## config.mk

```make
export PLATFORM = sky130hd
export DESIGN_NAME = dmhm_mult
export DESIGN_NICKNAME = d
export VERILOG_FILES = /design/src/rtl/dmhm_pkg.sv /design/src/rtl/dmhm_mult.sv
export SDC_FILE = /design/constraint.sdc
export NUM_CORES = 1
export LEC_CHECK = 0
export BUFFER_PORTS_ARGS = -buffer_cell sky130_fd_sc_hd__buf_4
export CAP_MARGIN = 25
export CORE_MARGIN = 4
export CORE_UTILIZATION = 60
export DETAILED_ROUTE_END_ITERATION = 10
export GPL_ROUTABILITY_DRIVEN = 0
export PLACE_DENSITY_LB_ADDON = 0.12
export SETUP_SLACK_MARGIN = 0.4
export SYNTH_ARGS = -nofsm -noshare
export SYNTH_HDL_FRONTEND = slang
export SYNTH_SLANG_ARGS = --single-unit
```

## constraint.sdc

```tcl
create_clock -name i_clk -period 11.95 [get_ports i_clk]
set_input_delay 1.195 -clock i_clk [delete_from_list [all_inputs] [get_ports i_clk]]
set_output_delay 1.195 -clock i_clk [all_outputs]
set_load 0.02 [all_outputs]
```

## src/rtl/dmhm_pkg.sv

```systemverilog
// constants and types for the dual mode hard multiplier
package dmhm_pkg;
  localparam int DMHM_OP_W = 18;
  localparam int DMHM_SEC_W = 9;
  localparam int DMHM_RES_W = 36;
  localparam int DMHM_HALF_W = 18;
  localparam int DMHM_NSEC = 2;

  // static configuration seen from the fabric
  typedef struct packed {
    logic dual;                    // 1: two 9x9, 0: one 18x18
    logic [DMHM_NSEC-1:0] reg_a;   // per-section operand A register select
    logic [DMHM_NSEC-1:0] reg_b;   // per-section operand B register select
    logic reg_sign;                // register the sign selects
    logic [DMHM_NSEC-1:0] reg_out; // per-section result register select
  } dmhm_cfg_t;

  typedef struct packed {
    logic [DMHM_OP_W-1:0] a;
    logic [DMHM_OP_W-1:0] b;
    logic sign_a;
    logic sign_b;
    logic [DMHM_RES_W-1:0] prod;
    logic [DMHM_RES_W-1:0] res;
  } dmhm_state_t;

  localparam dmhm_state_t DMHM_STATE_RST = '0;
endpackage

```

## src/rtl/dmhm_mult.sv

```systemverilog
// dual mode hard multiplier: 18x18 or two 9x9, optional pipeline registers
`timescale 1ns/1ps
`default_nettype none
module dmhm_mult (
  input wire logic i_clk,                          // 40 MHz clock
  input wire logic i_resetn,                       // async system reset, low
  input wire logic i_ce,                           // shared clock enable
  input wire logic i_aclr,                         // shared async clear, high
  input wire dmhm_pkg::dmhm_cfg_t i_cfg,           // mode and register selects
  input wire logic [dmhm_pkg::DMHM_OP_W-1:0] i_a,  // operand A (dual: {a1,a0})
  input wire logic [dmhm_pkg::DMHM_OP_W-1:0] i_b,  // operand B (dual: {b1,b0})
  input wire logic i_sign_a,                       // A signed when high
  input wire logic i_sign_b,                       // B signed when high
  output logic [dmhm_pkg::DMHM_RES_W-1:0] o_result // product
);
  import dmhm_pkg::*;

  logic [1:0] rst_sync_reg;
  logic clr_n;
  dmhm_state_t st_reg;
  dmhm_state_t st_next;
  logic [DMHM_OP_W-1:0] op_a;
  logic [DMHM_OP_W-1:0] op_b;
  logic sa;
  logic sb;
  logic [DMHM_RES_W-1:0] prod;

  // sign bit extension makes one signed multiply cover all four sign mixes
  function automatic logic [DMHM_RES_W-1:0] mul18(
    input logic [DMHM_OP_W-1:0] a,
    input logic [DMHM_OP_W-1:0] b,
    input logic sga,
    input logic sgb
  );
    logic signed [DMHM_OP_W:0] ea;
    logic signed [DMHM_OP_W:0] eb;
    logic signed [2*DMHM_OP_W+1:0] p;
    ea = {sga & a[DMHM_OP_W-1], a};
    eb = {sgb & b[DMHM_OP_W-1], b};
    p = ea * eb;
    return p[DMHM_RES_W-1:0];
  endfunction

  function automatic logic [DMHM_HALF_W-1:0] mul9(
    input logic [DMHM_SEC_W-1:0] a,
    input logic [DMHM_SEC_W-1:0] b,
    input logic sga,
    input logic sgb
  );
    logic signed [DMHM_SEC_W:0] ea;
    logic signed [DMHM_SEC_W:0] eb;
    logic signed [2*DMHM_SEC_W+1:0] p;
    ea = {sga & a[DMHM_SEC_W-1], a};
    eb = {sgb & b[DMHM_SEC_W-1], b};
    p = ea * eb;
    return p[DMHM_HALF_W-1:0];
  endfunction

  // picks register or bypass per section; wide mode uses select bit 0 only
  function automatic logic [DMHM_OP_W-1:0] pick_op(
    input logic [DMHM_OP_W-1:0] regd,
    input logic [DMHM_OP_W-1:0] direct,
    input logic [DMHM_NSEC-1:0] sel,
    input logic dual
  );
    logic hi;
    hi = dual ? sel[1] : sel[0];
    return {hi ? regd[DMHM_OP_W-1:DMHM_SEC_W]
               : direct[DMHM_OP_W-1:DMHM_SEC_W],
            sel[0] ? regd[DMHM_SEC_W-1:0] : direct[DMHM_SEC_W-1:0]};
  endfunction

  // async clear reaches every st_reg register; system reset released synchronously
  assign clr_n = rst_sync_reg[1] & ~i_aclr;

  always_ff @(posedge i_clk or negedge i_resetn) begin
    if (!i_resetn) begin
      rst_sync_reg <= 2'h0;
    end else begin
      rst_sync_reg <= {rst_sync_reg[0], 1'h1};
    end
  end

  always_comb begin
    op_a = pick_op(st_reg.a, i_a, i_cfg.reg_a, i_cfg.dual);
    op_b = pick_op(st_reg.b, i_b, i_cfg.reg_b, i_cfg.dual);
    sa = i_cfg.reg_sign ? st_reg.sign_a : i_sign_a;
    sb = i_cfg.reg_sign ? st_reg.sign_b : i_sign_b;
    if (i_cfg.dual) begin
      // one sa/sb pair serves both halves
      prod = {mul9(op_a[DMHM_OP_W-1:DMHM_SEC_W], op_b[DMHM_OP_W-1:DMHM_SEC_W],
                   sa, sb),
              mul9(op_a[DMHM_SEC_W-1:0], op_b[DMHM_SEC_W-1:0],
                   sa, sb)};
    end else begin
      prod = mul18(op_a, op_b, sa, sb);
    end
  end

  always_comb begin
    st_next = st_reg;
    if (i_ce) begin
      st_next.a = i_a;
      st_next.b = i_b;
      st_next.sign_a = i_sign_a;
      st_next.sign_b = i_sign_b;
      st_next.prod = prod;
    end
    // the port flop always runs so outputs come from a flip-flop;
    // a bypassed section therefore still shows one cycle of latency
    st_next.res = {(i_cfg.dual ? i_cfg.reg_out[1] : i_cfg.reg_out[0])
                     ? st_reg.prod[DMHM_RES_W-1:DMHM_HALF_W]
                     : prod[DMHM_RES_W-1:DMHM_HALF_W],
                   i_cfg.reg_out[0] ? st_reg.prod[DMHM_HALF_W-1:0]
                                    : prod[DMHM_HALF_W-1:0]};
  end

  always_ff @(posedge i_clk or negedge clr_n) begin
    if (!clr_n) begin
      st_reg <= DMHM_STATE_RST;
    end else begin
      st_reg <= st_next;
    end
  end

  assign o_result = st_reg.res;
endmodule
`default_nettype wire

```

Word level (Yosys, flattened, before mapping)

Cells that the tools add are included.

Multipliers: 3
Mux-type cells: 12
Bitwise logic cells: 6

Operator list:

| cell             | count |
|---|---|
| $mul A10 B10 Y18 | 2 |
| $mul A19 B19 Y36 | 1 |
| $mux W18         | 2 |
| $mux W36         | 1 |
| $mux W9          | 4 |
| $and A1 B1 Y1    | 5 |
| $mux W1          | 5 |
| $not A1 Y1       | 1 |

Register bits after elaboration: 112
Input port bits: 50
Output and inout bits: 36
Word-level logic and storage cells: 28

Longest topological paths before layout

Word-level depth: 6
Mapped depth: 29

Least setup slack after synthesis

Ideal clock, no wire load.

Path type: input port to flip-flop
Start point: input port i_cfg[7] (netlist name)
End point: register st_reg (netlist bit o_result[34])
Setup time: 94 ps
Data arrival time: 8,250 ps
Required time: 11,856 ps
Slack: 3,607 ps
Stages: 25
Path through: buf_2 > mux2i_4 > mux2i_1 > nor2_1 > clkbuf_1 > nand2_1 > fa_1 > fa_1 > inv_1 > fa_1 > fa_1 > fa_1 > inv_1 > fa_1 > inv_1 > ha_1 > ha_1 > and3_1 > and2_1 > a221oi_1 > o21ai_1 > a31oi_1 > o21ai_1 > mux2_2 > a211oi_1

RTL lines:

| what                 | line             | RTL |
|---|---|---|
| from (decl)          | dmhm_mult.sv:9   | `input wire dmhm_pkg::dmhm_cfg_t i_cfg,` |
| to (signal assigned) | dmhm_mult.sv:122 | `st_reg <= st_next;` |
| to (decl)            | dmhm_mult.sv:20  | `dmhm_state_t st_reg;` |

==> impl_metrics.ini <==
[outcome]
status = complete, no violations

[die]
die-width_um = 202.4
rows = 70
core_um2 = 36960
initial_core_util = 0.6132
ios = 86
die_y_um = 202.4
fp.dieArea_um2 = 40950

[clock_network]
clock-sinks = 112
root_buffer = clkbuf_16
clk_pin_slew_ps = 90
clk_latency_ps = 400
numCtsBuffers = 9
h-tree-depth = 3
ctsLongestPathBuffers = 2
post_cts_buffers = 0
cts_tree = built
hold_buffers = 0
cts.repair.resized = 0

[global_route]
grt_pass1_vias = 18470
grt_start_max_net_pins = 73
grt_antenna_before_repair = 0
grt_pass1_wl_um = 102300
grt_overflow = 0
grt_usage = 0.3253

[setup_path]
critPathRequiredTime_ps = 12250
cp_max_fo = 43
cp-end-kind = register
cp.arrival_ps = 9730
worst_setup_path_start_kind = input port
path_class = input port to register

[final_layout]
nFillCells = 3050
largest_register_ff_count = 74
final_nets = 3120
syn2layout_area_growth_pct = 6.177
fin_util = 0.6511
drive_above_1_share = 0.09873
insertedDiodeCount = 0

[route]
dr.first_iter.drc_count = 1255
wl_per_cell_um = 22.00
drc = 0
vias = 17030
firstDrtPassIters = 6
final_antenna_net_count = 0
vias_per_cell = 5.783
routed_wl_um = 64800

[yosys]
synth.area.top_cells = fa_1 40%, dfrtp_1 12%, ha_1 10%
seq_area_frac_synth = 0.1237
synth_cells = 2405
ys_types = 64
syn_nets = 3089
synth.avg_cell_area_um2 = 9.424
ys_ff_latch = 112
synth_flop_cell = dfrtp_1
synth_area_um2 = 22670
synth_top_area_frac = 0.3975
synthArstFlopShare = 1.000
synth-edff-count = 0
synth_top_cell_by_area = fa_1
yosysWarnings = 0

[timing]
relSlewSlack = 0.2416
hold_viol_final = 0
worstMarginPinSlew_ps = 1106
skew_ps = 23.80
maxSlewViolCount = 0
rsz0062_at_grt = false
tns_ps = 0
setup_viol = 0
timing.final.crit_period_ps = 9429
clock.fmax_mhz = 106.1
min_period_over_period = 0.7891

[run]
cap_violations = 0

[worst_hold_path]
hold_class = register to async pin

[placement]
dpl.hpwl_um = 52920
numPortBuffers = 85
[through the flow]
| step | setup slack, ps | instances | hold slack, ps | cell area [um^2] |
|---|---|---|---|---|
| floorplan | 3607 | 2405 | 331.2 | 22670 |
| global placement | 2142 | 2923 | 338.1 | 23640 |
| detailed placement | 1831 | 2926 | 261.9 | 23680 |
| CTS | 2246 | 2942 | 274.4 | 24000 |
| global route | 2029 | 2945 | 297.1 | 24070 |
| finish | 2521 | 2945 | 257.4 | 24070 |
[logic make-up after synthesis]
| kind of cell | share of synthesized area |
|---|---|
| other | 0.0001654 |
| AO/OA/AOI/OAI | 0.05912 |
| adder cells (fa/ha/maj) | 0.4990 |
| AND/OR/NAND/NOR | 0.1016 |
| multiplexers | 0.07215 |
| buffers and inverters | 0.1144 |
| flip-flops | 0.1237 |
| XOR/XNOR | 0.02981 |
[layer usage]
metal	wire [um]	global-route usage	vias up	part of all wire
met5	0	0	-	0
met4	3901	0.1535	0	0.060
met3	6049	0.07781	216	0.093
met2	31340	0.5465	824	0.48
met1	23510	0.3990	8601	0.36
li1	-	-	7389	-
[worst max-delay path, stage by stage]
cell,delay [ps]
buf_4,460
mux2i_4,790
mux2i_1,370
nor2_1,440
buf_4,270
nand2_1,150
fa_1,670
fa_1,840
inv_1,150
fa_1,480
fa_1,520
fa_1,500
inv_1,50
fa_1,470
inv_1,40
ha_1,270
ha_1,330
and3_1,210
and2_1,150
a221oi_1,270
o21ai_1,100
a31oi_1,310
o21ai_1,190
mux2_2,300
a211oi_1,160
[layout make-up]
| cell class | count | area [um^2] | share of cell area |
|---|---|---|---|
| inverters | 558 | 2095 | 0.08703 |
| clock inverters | 7 | 101.3 | 0.004211 |
| multi-input cells | 1639 | 17290 | 0.7184 |
| clock buffers | 9 | 225.2 | 0.009358 |
| well taps | 504 | 630.6 | 0.02620 |
| flip-flops and latches | 112 | 2803 | 0.1165 |
| repair buffers | 116 | 923.4 | 0.03837 |
[final timing paths]
check	cells past startpoint	from	endpoint	slack (ps)
min in group i_clk	0	rst_sync_reg[0]	rst_sync_reg[1]	370
min	1	rst_sync_reg[1]	st_reg[51]	260
max reg2reg	24	st_reg[73]	o_result[34]	4410
min reg2reg	1	rst_sync_reg[1]	st_reg[51]	260
max	25	i_cfg[7]	o_result[34]	2520
max in group asynchronous	4	i_aclr	st_reg[90]	10210
[cell usage after synthesis (8+ instances only)]
master	n
a211oi_1	8
a21o_1	11
a21oi_1	73
a31oi_1	11
and3_1	8
buf_1	11
buf_4	36
clkbuf_1	46
dfrtp_1	112
fa_1	450
ha_1	184
inv_1	557
mux2_2	94
mux2i_1	52
nand2_1	262
nand3_1	16
nor2_1	221
nor3_1	16
o21a_1	9
o21ai_0	38
o21ai_1	17
o21bai_1	8
xnor2_1	54
xor2_1	15
[cells in the final DEF, fill, tap and decap left out, types with 7 or more instances in the layout]
master / n
inv_1: 557
fa_1: 450
nand2_1: 262
nor2_1: 221
ha_1: 184
buf_4: 113
dfrtp_1: 112
mux2_2: 94
a21oi_1: 73
xnor2_1: 54
mux2i_1: 49
o21ai_0: 38
o21ai_1: 17
nand3_1: 16
nor3_1: 16
xor2_1: 15
a21o_1: 11
a31oi_1: 11
o21a_1: 9
clkbuf_16: 9
o21bai_1: 8
a211oi_1: 8
and3_1: 8
and2_1: 7
o211ai_1: 7
Power is not shown: default switching activity piles up to over one toggle a cycle in this logic, so the estimate is an artifact.
